## src/verilog/cbdvm_params.svh

```systemverilog
// Constants of the charge-balancing voltmeter sequencer
// What this block does
// - One conversion cycle lasts exactly 48000 clocks.
// - Measurement and auto-zero each last 20000 clocks.
// - 4000-clock settling gap between phases, no counting.
// - Flip-flop samples comparator polarity every clock.
// - Complementary outputs steer reference opposing integrator voltage.
// - Zero input gives a 50% toggling stream.
// - Full scale duty is nominally 10% or 90%.
// - Divide-by-four prescaler feeds display counter, max 5000.
// - Display counter is signed, spanning -5000 to +5000.
// - Auto-zero clears counter to -5000, counts inverted stream.
// - Auto-zero shorts modulator inputs to common-mode point.
// - Error-free auto-zero leaves counter near -2500.
// - Measurement continues counting ones, zero input ends zero.
// - Flag positive overrange at a count of 2000.
// - Two hidden guard bits with round-up precede display.
// - Guard logic splits zero into positive and negative.
// - Modulator runs always; only counters are gated.
`ifndef CBDVM_PARAMS_SVH
`define CBDVM_PARAMS_SVH

// Phase lengths in clock periods
`define CBDVM_CYCLE_LEN    16'hBB80
`define CBDVM_AZ_LEN       15'h4E20
`define CBDVM_MEAS_LEN     15'h4E20
`define CBDVM_GAP_LEN      15'h0FA0
`define CBDVM_TICK_ONE     15'h0001
`define CBDVM_TICK_ZERO    15'h0000

// Display counter and guard stage
`define CBDVM_CNT_W        14
`define CBDVM_MAG_W        13
`define CBDVM_FINE_W       16
`define CBDVM_CNT_CLEAR    14'h2C78
`define CBDVM_CNT_ONE      14'h0001
`define CBDVM_CNT_ZERO     14'h0000
`define CBDVM_GUARD_ZERO   2'h0
`define CBDVM_GUARD_ONE    2'h1
`define CBDVM_GUARD_LAST   2'h3
`define CBDVM_ROUND_HALF   16'h0002
`define CBDVM_GUARD_SHIFT  2
`define CBDVM_OVER_POS     14'h07D0
`define CBDVM_OVER_NEG     14'h3830

`endif

```

## src/verilog/cbdvm_pkg.sv

```systemverilog
// Types shared by the charge-balancing voltmeter sequencer
`include "cbdvm_params.svh"

package cbdvm_pkg;

  // Conversion phases in their fixed order
  typedef enum logic [1:0] {
    CBDVM_AUTO_ZERO,
    CBDVM_GAP_AFTER_AZ,
    CBDVM_MEASURE,
    CBDVM_GAP_AFTER_MEAS
  } cbdvm_phase_e;

  // Latched conversion result presented to the display
  typedef struct packed {
    logic                      negative;
    logic [`CBDVM_MAG_W-1:0]   magnitude;
    logic                      overrange;
    logic                      underrange;
    logic                      zero_pos;
    logic                      zero_neg;
  } cbdvm_result_s;

  // Analogue switch and modulator controls
  typedef struct packed {
    logic first_current_switch;
    logic second_current_switch;
    logic input_short;
    logic counters_enabled;
  } cbdvm_switch_s;

  // Whole state of the sequencer
  typedef struct packed {
    cbdvm_phase_e                    phase;
    logic [14:0]                     tick;
    logic [15:0]                     cycle_pos;
    logic                            delta_sigma_modulator;
    logic [1:0]                      guard;
    logic signed [`CBDVM_CNT_W-1:0]  count;
    cbdvm_result_s                   result;
    logic                            result_valid;
    logic                            conversion_start;
  } cbdvm_state_s;

endpackage : cbdvm_pkg

```

## src/verilog/cbdvm_sequencer.sv

```systemverilog
// Digital sequencer, modulator flip-flop and counters of a charge-balancing voltmeter
`timescale 1ns/1ps
`default_nettype none
`include "cbdvm_params.svh"

module cbdvm_sequencer (
  input  wire logic                    clk_sys_i,
  input  wire logic                    sys_rst_i,
  input  wire logic                    comparator_i,
  output cbdvm_pkg::cbdvm_switch_s     switch_o,
  output cbdvm_pkg::cbdvm_phase_e      phase_o,
  output cbdvm_pkg::cbdvm_result_s     result_o,
  output logic                         result_valid_o,
  output logic                         conversion_start_o,
  output logic signed [13:0]           live_count_o
);
  import cbdvm_pkg::*;

  // Length of a phase, in clock periods
  function automatic logic [14:0] phase_len(input cbdvm_phase_e ph);
    logic [14:0] len;
    len = `CBDVM_GAP_LEN;
    unique case (ph)
      CBDVM_AUTO_ZERO:      len = `CBDVM_AZ_LEN;
      CBDVM_MEASURE:        len = `CBDVM_MEAS_LEN;
      CBDVM_GAP_AFTER_AZ:   len = `CBDVM_GAP_LEN;
      CBDVM_GAP_AFTER_MEAS: len = `CBDVM_GAP_LEN;
    endcase
    return len;
  endfunction : phase_len

  // Successor of a phase; the order never changes
  function automatic cbdvm_phase_e phase_next(input cbdvm_phase_e ph);
    cbdvm_phase_e nx;
    nx = CBDVM_AUTO_ZERO;
    unique case (ph)
      CBDVM_AUTO_ZERO:      nx = CBDVM_GAP_AFTER_AZ;
      CBDVM_GAP_AFTER_AZ:   nx = CBDVM_MEASURE;
      CBDVM_MEASURE:        nx = CBDVM_GAP_AFTER_MEAS;
      CBDVM_GAP_AFTER_MEAS: nx = CBDVM_AUTO_ZERO;
    endcase
    return nx;
  endfunction : phase_next

  // Inputs are shorted from the gap before auto-zero onward, so they settle first
  function automatic logic shorted_in(input cbdvm_phase_e ph);
    return (ph == CBDVM_AUTO_ZERO) || (ph == CBDVM_GAP_AFTER_MEAS);
  endfunction : shorted_in

  // Build the displayed result from counter and guard bits
  function automatic cbdvm_result_s make_result(
    input logic signed [`CBDVM_CNT_W-1:0] cnt,
    input logic        [1:0]              grd
  );
    cbdvm_result_s                   r;
    logic signed [`CBDVM_FINE_W-1:0] fine;
    logic signed [`CBDVM_FINE_W-1:0] rounded;
    logic signed [`CBDVM_CNT_W-1:0]  disp;
    logic        [`CBDVM_CNT_W-1:0]  mag;
    r       = '0;
    // Fine count has four steps per displayed digit
    fine    = {cnt, grd};
    // Half a digit added before truncation rounds up at the guard bits
    rounded = fine + `CBDVM_ROUND_HALF;
    disp    = rounded[`CBDVM_FINE_W-1:`CBDVM_GUARD_SHIFT];
    // Sign comes from the fine count, so a small negative rounds to minus zero
    r.negative = fine[`CBDVM_FINE_W-1];
    r.zero_pos = (disp == `CBDVM_CNT_ZERO) && !fine[`CBDVM_FINE_W-1];
    r.zero_neg = (disp == `CBDVM_CNT_ZERO) && fine[`CBDVM_FINE_W-1];
    // Sign flag plus magnitude for the display
    mag = disp[`CBDVM_CNT_W-1] ? (`CBDVM_CNT_W)'(-disp) : disp;
    r.magnitude  = mag[`CBDVM_MAG_W-1:0];
    // Positive overrange at 2000, which is 90% duty at full scale
    r.overrange  = (disp >= $signed(`CBDVM_OVER_POS));
    // Negative limit mirrors it at 10% duty
    r.underrange = (disp <= $signed(`CBDVM_OVER_NEG));
    return r;
  endfunction : make_result

  cbdvm_state_s state_q;
  cbdvm_state_s state_d;

  // Next-state logic
  always_comb begin
    logic                           last_tick;
    logic                           count_event;
    logic        [1:0]              guard_nx;
    logic signed [`CBDVM_CNT_W-1:0] count_nx;
    last_tick   = 1'b0;
    count_event = 1'b0;
    guard_nx    = state_q.guard;
    count_nx    = state_q.count;
    state_d     = state_q;

    // Modulator flip-flop samples comparator every clock, in every phase
    state_d.delta_sigma_modulator = comparator_i;

    // Defaults for pulses
    state_d.result_valid     = 1'b0;
    state_d.conversion_start = 1'b0;

    // Phase timing; the four phases sum to one 48000-clock cycle
    last_tick = (state_q.tick == phase_len(state_q.phase) - `CBDVM_TICK_ONE);
    if (last_tick) begin
      state_d.tick  = `CBDVM_TICK_ZERO;
      state_d.phase = phase_next(state_q.phase);
    end else begin
      state_d.tick = state_q.tick + `CBDVM_TICK_ONE;
    end

    // Position in the whole cycle, wraps with the phase sequence
    if (last_tick && (state_q.phase == CBDVM_GAP_AFTER_MEAS)) begin
      state_d.cycle_pos = '0;
    end else begin
      state_d.cycle_pos = state_q.cycle_pos + 16'h0001;
    end

    // Counting events: inverted stream in auto-zero, ones in measurement
    unique case (state_q.phase)
      CBDVM_AUTO_ZERO:      count_event = !state_q.delta_sigma_modulator;
      CBDVM_MEASURE:        count_event = state_q.delta_sigma_modulator;
      CBDVM_GAP_AFTER_AZ:   count_event = 1'b0;
      CBDVM_GAP_AFTER_MEAS: count_event = 1'b0;
    endcase

    // Divide-by-four guard stage, carry advances the display counter
    if (count_event) begin
      guard_nx = state_q.guard + `CBDVM_GUARD_ONE;
      if (state_q.guard == `CBDVM_GUARD_LAST) begin
        // At most 20000 events per phase, so 5000 carries; range stays inside +-5000
        count_nx = state_q.count + `CBDVM_CNT_ONE;
      end
    end

    // Measurement continues from the auto-zero result without any clear
    state_d.guard = guard_nx;
    state_d.count = count_nx;

    // Entering auto-zero clears counter to -5000 and the guard bits
    if (last_tick && (state_q.phase == CBDVM_GAP_AFTER_MEAS)) begin
      state_d.guard            = `CBDVM_GUARD_ZERO;
      state_d.count            = `CBDVM_CNT_CLEAR;
      state_d.conversion_start = 1'b1;
    end

    // Zero-error auto-zero counts 2500 and leaves the preset near -2500
    // No correction is applied: the offset simply lives in this preset
    if (last_tick && (state_q.phase == CBDVM_AUTO_ZERO)) begin
      state_d.count = count_nx;
    end

    // Latch the final count, including the last clock's event
    if (last_tick && (state_q.phase == CBDVM_MEASURE)) begin
      state_d.result       = make_result(count_nx, guard_nx);
      state_d.result_valid = 1'b1;
    end

    // Synchronous reset starts a fresh cycle at auto-zero
    if (sys_rst_i) begin
      state_d                  = '0;
      state_d.phase            = CBDVM_AUTO_ZERO;
      state_d.count            = `CBDVM_CNT_CLEAR;
      state_d.guard            = `CBDVM_GUARD_ZERO;
      state_d.result.zero_pos  = 1'b1;
      state_d.conversion_start = 1'b1;
    end
  end

  // State register
  always_ff @(posedge clk_sys_i) begin
    state_q <= state_d;
  end

  // Complementary switch drive: the flop state picks the current switch
  // that removes charge of the polarity the comparator just saw
  always_comb begin
    switch_o.first_current_switch  = state_q.delta_sigma_modulator;
    switch_o.second_current_switch = !state_q.delta_sigma_modulator;
    switch_o.input_short           = shorted_in(state_q.phase);
    switch_o.counters_enabled      = (state_q.phase == CBDVM_AUTO_ZERO) ||
                                     (state_q.phase == CBDVM_MEASURE);
  end

  // Result and status outputs come straight from state flops
  assign phase_o            = state_q.phase;
  assign result_o           = state_q.result;
  assign result_valid_o     = state_q.result_valid;
  assign conversion_start_o = state_q.conversion_start;
  assign live_count_o       = state_q.count;

endmodule : cbdvm_sequencer
`default_nettype wire

```

## config.mk

```make
export PLATFORM = sky130hd
export DESIGN_NAME = cbdvm_sequencer
export DESIGN_NICKNAME = d
export VERILOG_FILES = /design/src/verilog/cbdvm_pkg.sv /design/src/verilog/cbdvm_sequencer.sv
export VERILOG_INCLUDE_DIRS = /design/src /design/src/verilog
export SDC_FILE = /design/constraint.sdc
export NUM_CORES = 1
export LEC_CHECK = 0
export BUFFER_PORTS_ARGS = -buffer_cell sky130_fd_sc_hd__buf_2
export CAP_MARGIN = 0
export CORE_MARGIN = 4
export CORE_UTILIZATION = 45
export CTS_BUF_LIST = sky130_fd_sc_hd__clkbuf_8 sky130_fd_sc_hd__clkbuf_16
export DETAILED_ROUTE_END_ITERATION = 10
export PLACE_DENSITY = 0.72
export SLEW_MARGIN = 5
export SYNTH_ARGS = -nofsm -noshare
export SYNTH_HDL_FRONTEND = slang
export SYNTH_SLANG_ARGS = --single-unit
```

## constraint.sdc

```tcl
create_clock -name clk_sys_i -period 6.5 [get_ports clk_sys_i]
set_input_delay 1.3 -clock clk_sys_i [delete_from_list [all_inputs] [get_ports clk_sys_i]]
set_output_delay 1.3 -clock clk_sys_i [all_outputs]
set_load 0.1 [all_outputs]
```

==> flow_summary.yaml, run 1 <==
outcome:
  status: "completed"
logic_synthesis:
  synth_top_family_by_area: "simple AND/OR/NAND/NOR gates"
  synth_cells: 398
  synth_warnings: 0
  synth_cell_types: 61
  syn_area_mm2: 0.00335
  yosys.area_share.simple: 0.247
  synthMuxAreaShare: 0.0123
  synth_ff_type: "dfxtp_1"
  synth_area_per_cell_um2: 8.43
  yosysSeqAreaShare: 0.322
  synth_edf_count: 0
  synth-compound-area-share: 0.126
  synthArstFlopShare: 0
  synth.net_count: 410
  synth-xor-area-share: 0.143
  synthAdderAreaFrac: 0.0336
  synth-seq-cells: 54
power_and_ir_drop:
  p_leak_uw: 0.00131
  p_per_area_mw_per_mm2: 178
  peakVddDrop_uv: 106
grt:
  grtUsageTotal: 0.162
  antenna_found_initial: 0
  grt-ovfl-total: 0
  grt_max_degree: 31
  grt_pass1_wl_mm: 11.7
  grt_pass1_vias: 2499
finish:
  antenna_cells: 0
  drive_gt1_frac: 0.178
  area_growth_pct: 3.36
  fin_nets: 411
placement:
  place_congestion: 0.842
  dpl_worst_slack_ns: 2.72
  place.port_buffers: 42
  dp_hpwl_mm: 5.09
clock_network:
  h-tree-depth: 2
  clk_pin_slew_ns: 0.10
  cts_buffers: 5
  clock_latency_ns: 0.31
  postCtsSetupBuffers: 0
  cts_tree: "built"
  clockRootBuffer: "clkbuf_8"
  clockBufferDepth: 2
  cts_resized: 0
  hold_buffers: 0
  clock_sinks: 54
critical_path:
  r2r-start: "phase_o[0]"
  cp-start-kind: "flip-flop"
  r2r_cells: 14
  rr_endpoint: "result_o[15]"
  worstPathArrival_ns: 4.06
  critPathCaptureType: "flip-flop"
  cp.required_ns: 6.73
  crit_type: "flip-flop to flip-flop"
  cp_max_fo: 9
  rrSetupSlack_ns: 2.67
detailed_routing:
  routedWlPerCell_um: 13.5
  first_iter_violations: 122
  dr.pass1.iters: 4
  avgViaCountPerCell: 5.25
  postRouteAntennaNets: 0
  drc: 0
  drt_wl_total_mm: 6.75
  vias: 2620
timing:
  tightestPinTransition_ns: 0.790
  timing.fmax_ghz: 0.261
  clock_skew_ns: 0.00855
  maxSlewViolCount: 0
  fin_crit_sh: 0.589
  setup_ws_ns: 2.67
  max-slew-margin-rel: 0.471
  finalSetupViolCount: 0
  tns_ns: 0
  finalHoldViolCount: 0
  rsz0062_at_grt: "false"
  fin_crit_ns: 3.83
worst_hold_path:
  hp-start: "result_o[5]"
  min_to: "result_o[5]"
  min_path_cells: 2
  hold_path.class: "flip-flop to flip-flop"
floorplanning:
  core-area_mm2: 0.00725
  die_area_mm2: 0.00890
  die-width_um: 94.3
  top_level_ports: 43
  rows: 31
  start_util: 0.462
  die_h_um: 94.3
flow_run:
  maxCapViolations: 0
-- cells in the mapped netlist (all sizes together) (3+ instances only) --
library cell,count,share of area
o21ai,9,0.017
nor3,5,0.0075
nand2,32,0.037
nor2b,6,0.011
inv,11,0.012
or2,3,0.0056
dfxtp,54,0.32
xnor2,27,0.073
nand3b,3,0.0067
o31ai,3,0.0097
a211oi,14,0.031
buf,39,0.086
nand4,10,0.021
nor2,54,0.060
a31oi,3,0.0056
and4,4,0.010
nor4b,5,0.013
and2,4,0.0078
xor2,27,0.070
nand3,13,0.019
and3,4,0.0078
o211ai,5,0.011
nand4b,3,0.0078
mux2i,3,0.0090
clkbuf,9,0.013
ha,9,0.034
a21oi,14,0.022
or4,3,0.0071
-- cell usage in the layout (no fill, tap or decap), drive strengths merged, types with 5 or more instances in the layout --
master,instances
buf,43
nor2b,6
a211oi,14
nor3,5
clkbuf,5
nor2,54
o211ai,5
a21oi,14
nand3,13
nor4b,5
inv,11
dfxtp,54
o21ai,9
ha,9
nand2,32
nand4,10
xnor2,27
xor2,27
-- kinds of logic after synthesis --
family,after synthesis
adders and majority gates,9
xor gates and xnor gates,54
DFF,54
AOI/OAI and AO/OA,60
muxes,4
and+or+nand+nor,157
buffers and inverters,60
-- state kept, by name (all words and copies together) (netlist names) --
name                cells
conversion_start_o      1
live_count_o           14
phase_o                 2
result_o               18
result_valid_o          1
state_q                17
switch_o                1
-- final cells by class --
cell class	instances	area [um^2]
well taps	99	124
fillers	725	3790
clock inverters	3	40.0
repair buffers	43	218
flip-flops and latches	54	1080
clock buffers	5	68.8
multi-input cells	284	1890
inverters	11	41.3
-- per-stage QoR --
stage	std cells	area (um^2)	hold slack (ns)	util	power (uW)
2_1_floorplan	398	3350	0.426	-	391
3_3_place_gp	491	3360	0.438	0.463	398
3_5_place_dp	491	3360	0.448	0.463	399
4_1_cts	499	3470	0.467	0.478	624
5_1_grt	499	3470	0.492	0.478	643
6_report	499	3470	0.462	0.478	618
-- power by group --
group / total (uW) / switching [uW] / internal, uW
sequential: 339 / 3.97 / 335
combinational: 52.5 / 35.8 / 16.8
clock: 227 / 113 / 114
-- critical path, cell delays in order (launching register included) --
cell and delay [ns]:
dfxtp_1 0.43, inv_1 0.11, ha_1 0.28, nand3b_1 0.18
o21ai_1 0.16, mux2i_1 0.46, inv_1 0.09, ha_1 0.30
and3_2 0.27, nand4_2 0.20, nor4_4 0.06, xnor2_1 0.53
o21ai_0 0.23, xor2_1 0.21, a211oi_1 0.23
-- routing by layer --
| metal | vias to the layer above | track usage | part of all wire |
|---|---|---|---|
| li1 | 1350 | - | - |
| met1 | 1212 | 0.201 | 0.45 |
| met2 | 51 | 0.277 | 0.48 |
| met3 | 7 | 0.0382 | 0.049 |
| met4 | 0 | 0.0505 | 0.017 |
| met5 | - | 0 | 0 |
-- how the worst max path moves through the flow --
stage	slack [ns]	cells past startpoint	startpoint	to
floorplan	2.95	16	phase_o[0]	result_o[16]
global placement	2.83	14	phase_o[0]	result_o[15]
detailed placement	2.72	14	phase_o[0]	result_o[15]
CTS	2.68	14	phase_o[0]	result_o[15]
global route	2.21	14	phase_o[0]	result_o[14]
finish	2.67	14	phase_o[0]	result_o[15]
No activity file was read; power rests on OpenSTA's default activity.
==> run 2, diff against run 1 <==
--- a/config.mk
+++ b/config.mk
@@ -12,7 +12,7 @@
 export CORE_UTILIZATION = 45
 export CTS_BUF_LIST = sky130_fd_sc_hd__clkbuf_8 sky130_fd_sc_hd__clkbuf_16
 export DETAILED_ROUTE_END_ITERATION = 10
-export PLACE_DENSITY = 0.72
+export PLACE_DENSITY = 0.74
 export SLEW_MARGIN = 5
 export SYNTH_ARGS = -nofsm -noshare
 export SYNTH_HDL_FRONTEND = slang
==> constraint.sdc (replaced) <==
create_clock -name clk_sys_i -period 3.1 [get_ports clk_sys_i]
set_input_delay 0.62 -clock clk_sys_i [delete_from_list [all_inputs] [get_ports clk_sys_i]]
set_output_delay 0.62 -clock clk_sys_i [all_outputs]
set_load 0.1 [all_outputs]
==> run 2 against run 1 <==
  * The flow now finishes with violations (setup timing)
  * Sequential share of layout area fell by 3.3 points
  * Core utilization rose by 5.9 points
  * Clock skew fell by 0.0031 ns
  * Flip-flop and latch count did not move
  * Critical path type unchanged
  * Global-route usage rose by 1.2 points
  * Non-clock buffer count rose by 39
==> flow_summary.yaml, run 2 (synthesis gave the netlist of run 1 again) <==
floorplanning:
  die-width_um: 94.3
  die_area_mm2: 0.00890
  die_h_um: 94.3
  core-area_mm2: 0.00725
  top_level_ports: 43
  rows: 31
  start_util: 0.462
placement:
  dpl_worst_slack_ns: -0.0223
  dp_hpwl_mm: 5.63
  place_congestion: 0.922
  place.port_buffers: 42
  place_area_mm2: 0.00365
  place_inst: 526
detailed_routing:
  vias: 2832
  first_iter_violations: 93
  drt_wl_total_mm: 7.44
  met2_length_mm: 3.78
  routedWlPerCell_um: 13.8
  postRouteAntennaNets: 0
  route.met3.wl_um: 278
  drc: 0
  avgViaCountPerCell: 5.26
  dr.pass1.iters: 4
  wl_met1_mm: 3.24
  top_layer_used: "met4"
outcome:
  violations: "setup timing"
  status: "finished, violations left"
timing:
  fin_crit_sh: 1.00
  finalSetupViolCount: 1
  maxSlewViolCount: 0
  fin_crit_ns: 3.10
  max-slew-margin-rel: 0.401
  tns_ns: -0.00163
  rsz0062_at_grt: "true"
  finalHoldViolCount: 0
  clock_skew_ns: 0.00546
  timing.fmax_ghz: 0.322
  tightestPinTransition_ns: 0.894
  setup_ws_ns: -0.00163
critical_path:
  critPathCaptureType: "flip-flop"
  cp-start-kind: "flip-flop"
  worstPathArrival_ns: 3.29
  r2r-start: "phase_o[1]"
  crit_type: "flip-flop to flip-flop"
  cp.required_ns: 3.29
  rrSetupSlack_ns: -0.002
  r2r_cells: 14
  rr_endpoint: "result_o[16]"
  cp_max_fo: 8
grt:
  grtUsageTotal: 0.174
  grt_pass1_vias: 2713
  grt-ovfl-total: 0
  grt_pass1_wl_mm: 12.4
  antenna_found_initial: 0
  grt_max_degree: 31
finish:
  fillers: 681
  ff_latch_area_mm2: 0.00109
  antenna_cells: 0
  utilization: 0.537
  fin_area_mm2: 0.00389
  area_growth_pct: 16.0
  final_cells: 538
  largest_reg_flops: 18
  most-common-layout-cells: "54 x nor2_1, 52 x dfxtp_1, 42 x buf_2, 39 x buf_4, 29 x nand2_1"
  multi_input_area_mm2: 0.00203
  drive_gt1_frac: 0.308
  fin_nets: 450
  layout_commonest_cell: "nor2_1"
worst_hold_path:
  hold_path.class: "flip-flop to flip-flop"
  min_to: "result_o[5]"
  hp-start: "result_o[5]"
  min_path_cells: 2
power_and_ir_drop:
  peakVddDrop_uv: 211
  p_per_area_mw_per_mm2: 318
  p_leak_uw: 0.00153
clock_network:
  cts_tree: "built"
  clk_pin_slew_ns: 0.10
  clock_sinks: 54
  clockRootBuffer: "clkbuf_8"
  h-tree-depth: 2
  clock_latency_ns: 0.32
  clockBufferDepth: 2
  cts_buffers: 5
flow_run:
  maxCapViolations: 0
run 2: stage by stage:
step / power, uW / hold slack [ns]
finish: 1240 / 0.464
global route: 1300 / 0.480
CTS: 1250 / 0.470
detailed placement: 850 / 0.452
global placement: 845 / 0.439
floorplan: 824 / 0.426
run 2: power breakdown:
| part | total, uW | leakage [uW] | internal (uW) | switching [uW] |
|---|---|---|---|---|
| sequential | 709 | 0.000438 | 701 | 7.47 |
| clock | 400 | 0.0000441 | 159 | 241 |
| combinational | 128 | 0.00105 | 47.4 | 80.8 |
| total | 1240 | 0.00153 | 908 | 329 |
run 2: how the worst max path moves through the flow:
stage	startpoint	to	slack, ns	depth (start not counted)
global placement	phase_o[1]	result_o[16]	0.06	13
detailed placement	phase_o[1]	result_o[15]	-0.02	13
floorplan	phase_o[0]	result_o[16]	-0.06	16
CTS	phase_o[1]	result_o[16]	-0.007	13
finish	phase_o[1]	result_o[16]	-0.002	14
global route	phase_o[1]	result_o[16]	-0.15	14
run 2: cell type report:
type | instances | area share
clock buffers | 5 | 0.0177
clock inverters | 3 | 0.00546
inverters | 11 | 0.0113
multi-input cells | 284 | 0.523
flip-flops and latches | 54 | 0.279
well taps | 99 | 0.0318
repair buffers | 82 | 0.132
run 2: critical path, cell delays in order (launching register included):
cell      delay (ns)
dfxtp_4         0.39
inv_4           0.04
ha_4            0.17
nand3b_1        0.17
o21ai_2         0.10
mux2i_2         0.34
inv_1           0.09
ha_2            0.19
and3_4          0.18
or4b_4          0.56
a21oi_4         0.21
o21bai_4        0.09
o31ai_2         0.21
xor2_1          0.16
a211oi_1        0.08
run 2: layer usage:
| layer | global-route usage | vias up |
|---|---|---|
| li1 | - | 1429 |
| met1 | 0.205 | 1327 |
| met3 | 0.0382 | 16 |
| met5 | 0 | - |
| met4 | 0.0602 | 0 |
| met2 | 0.311 | 60 |
run 2: what timing repair did:
| item | in CTS | in global routing |
|---|---|---|
| endpoints found under the hold margin | 0 | 0 |
| pin swaps | 1 | 20 |
| resized for setup | 4 | 24 |
| setup endpoints to repair | 4 | 15 |
| hold buffers | 0 | 0 |
| buffers inserted | 0 | 4 |
==> run 3, diff against run 2 <==
--- a/config.mk
+++ b/config.mk
@@ -13,6 +13,7 @@
 export CTS_BUF_LIST = sky130_fd_sc_hd__clkbuf_8 sky130_fd_sc_hd__clkbuf_16
 export DETAILED_ROUTE_END_ITERATION = 10
 export PLACE_DENSITY = 0.74
+export SKIP_CTS_REPAIR_TIMING = 1
 export SLEW_MARGIN = 5
 export SYNTH_ARGS = -nofsm -noshare
 export SYNTH_HDL_FRONTEND = slang
==> constraint.sdc (replaced) <==
create_clock -name clk_sys_i -period 2.8 [get_ports clk_sys_i]
set_input_delay 0.56 -clock clk_sys_i [delete_from_list [all_inputs] [get_ports clk_sys_i]]
set_output_delay 0.56 -clock clk_sys_i [all_outputs]
set_load 0.1 [all_outputs]
==> run 3 against run 2 <==
  * The run still ends with setup timing left
  * Register-to-register slack worse by 0.25 ns
  * Worst hold slack worse by 0.013 ns
  * Sequential share of layout area down 2.3 points
  * Core utilization up 4.6 points
  * Flip-flop and latch count unchanged
  * Design area up 8.6%
  * Setup slack worse by 0.25 ns
  * Combinational power up 48%
  * Power up 17%
  * Critical path type unchanged
  * Critical endpoint unchanged
  * Highest routed layer unchanged
==> flow_summary.yaml, run 3 (synthesis gave the netlist of run 1 again) <==
outcome:
  status: "finished, violations left"
  violations: "setup timing"
flow_run:
  maxCapViolations: 0
detailed_routing:
  postRouteAntennaNets: 0
  first_iter_violations: 128
  drt_wl_total_mm: 8.00
  routedWlPerCell_um: 14.1
  vias: 2894
  avgViaCountPerCell: 5.10
  drc: 0
  dr.pass1.iters: 4
timing:
  setup_ws_ns: -0.256
  maxSlewViolCount: 0
  max-slew-margin-rel: 0.644
  rsz0062_at_grt: "true"
  fin_crit_ns: 3.06
  tns_ns: -3.02
  fin_crit_sh: 1.09
  timing.fmax_ghz: 0.327
  finalSetupViolCount: 16
  finalHoldViolCount: 0
  tightestPinTransition_ns: 0.532
  clock_skew_ns: 0.00583
critical_path:
  crit_type: "flip-flop to flip-flop"
  worstPathArrival_ns: 3.24
  cp.required_ns: 2.98
  cp-start-kind: "flip-flop"
  cp_max_fo: 8
  critPathCaptureType: "flip-flop"
grt:
  grt_pass1_vias: 2861
  grt_pass1_wl_mm: 12.8
  grtUsageTotal: 0.178
  grt_max_degree: 31
  antenna_found_initial: 0
  grt-ovfl-total: 0
power_and_ir_drop:
  peakVddDrop_uv: 203
  p_leak_uw: 0.00172
  p_per_area_mw_per_mm2: 341
  swShare: 0.271
  seqPwrFrac: 0.544
  power_frac_comb: 0.132
  clkPwrFrac: 0.324
  internal-power_uw: 1050
  p_sw_uw: 391
finish:
  most-common-layout-cells: "67 x buf_4, 53 x nor2_1, 52 x dfxtp_1, 42 x buf_2, 29 x nand2_1"
  area_growth_pct: 26.0
  fin_nets: 479
  layout_commonest_cell: "buf_4"
  antenna_cells: 0
  largest_reg_flops: 18
  drive_gt1_frac: 0.372
clock_network:
  cts_buffers: 5
  clock_sinks: 54
  clockBufferDepth: 2
  clock_latency_ns: 0.31
  h-tree-depth: 2
  clockRootBuffer: "clkbuf_8"
  cts_tree: "built"
  clk_pin_slew_ns: 0.10
placement:
  place.port_buffers: 42
  dpl_worst_slack_ns: -0.246
  dp_hpwl_mm: 5.79
  place_congestion: 0.854
floorplanning:
  top_level_ports: 43
  die-width_um: 94.3
  die_h_um: 94.3
  die_area_mm2: 0.00890
  start_util: 0.462
  core-area_mm2: 0.00725
  rows: 31
worst_hold_path:
  hold_path.class: "input port to flip-flop"
==> run 3: changes by cell type in the layout (fill, tap and decap cells not counted), sizes merged <==
cell | before | now
buf | 82 | 111
clkinvlp | 1 | 0
inv | 11 | 12
==> run 3: final cells by class <==
cell class,instances,area [um^2]
fill,630,3030
multi-input combinational,284,2140
sequential,54,1080
timing repair buffer,111,736
tap,99,124
clock buffer,5,68.8
inverter,11,41.3
clock inverter,3,28.8
==> run 3: critical path, stage by stage (launching register included) <==
cell	delay [ns]
dfxtp_2	0.36
inv_2	0.05
ha_4	0.17
nand4b_1	0.24
nand2_2	0.17
buf_4	0.14
mux2_4	0.31
and3_4	0.19
or4b_4	0.55
a21oi_4	0.21
o21bai_4	0.09
o31ai_2	0.20
xor2_1	0.17
a211oi_1	0.08
==> run 3: metal layers <==
layer | global-route usage | routed length, um | vias up
met5 | 0 | 0 | -
met4 | 0.0710 | 261 | 0
met3 | 0.0319 | 247 | 17
met2 | 0.323 | 4130 | 53
met1 | 0.207 | 3360 | 1356
li1 | - | - | 1468
==> run 3: worst paths after layout <==
kind,startpoint,end,cells past startpoint,slack (ns)
min,comparator_i,switch_o[3],2,0.45
max reg2reg,phase_o[1],result_o[16],13,-0.26
min reg2reg,result_o[5],result_o[5],2,0.46
max,phase_o[1],result_o[16],13,-0.26
==> run 3: power by group through the flow <==
stage | Clock (uW) | Sequential [uW] | Combinational [uW]
after floorplan | 0 | 809 | 104
after global placement | 0 | 802 | 170
after detailed placement | 0 | 802 | 172
after CTS | 481 | 785 | 173
after global routing | 511 | 787 | 209
final | 467 | 785 | 190
==> run 3: stage by stage <==
stage	power [uW]	cells	utilization	cell area (um^2)	hold WS, ns
floorplan	913	398	-	3430	0.426
detailed placement	975	553	0.534	3880	0.448
CTS	1440	561	0.548	3970	0.443
global route	1510	567	0.583	4230	0.465
global placement	972	553	0.534	3880	0.438
finish	1440	567	0.583	4230	0.451
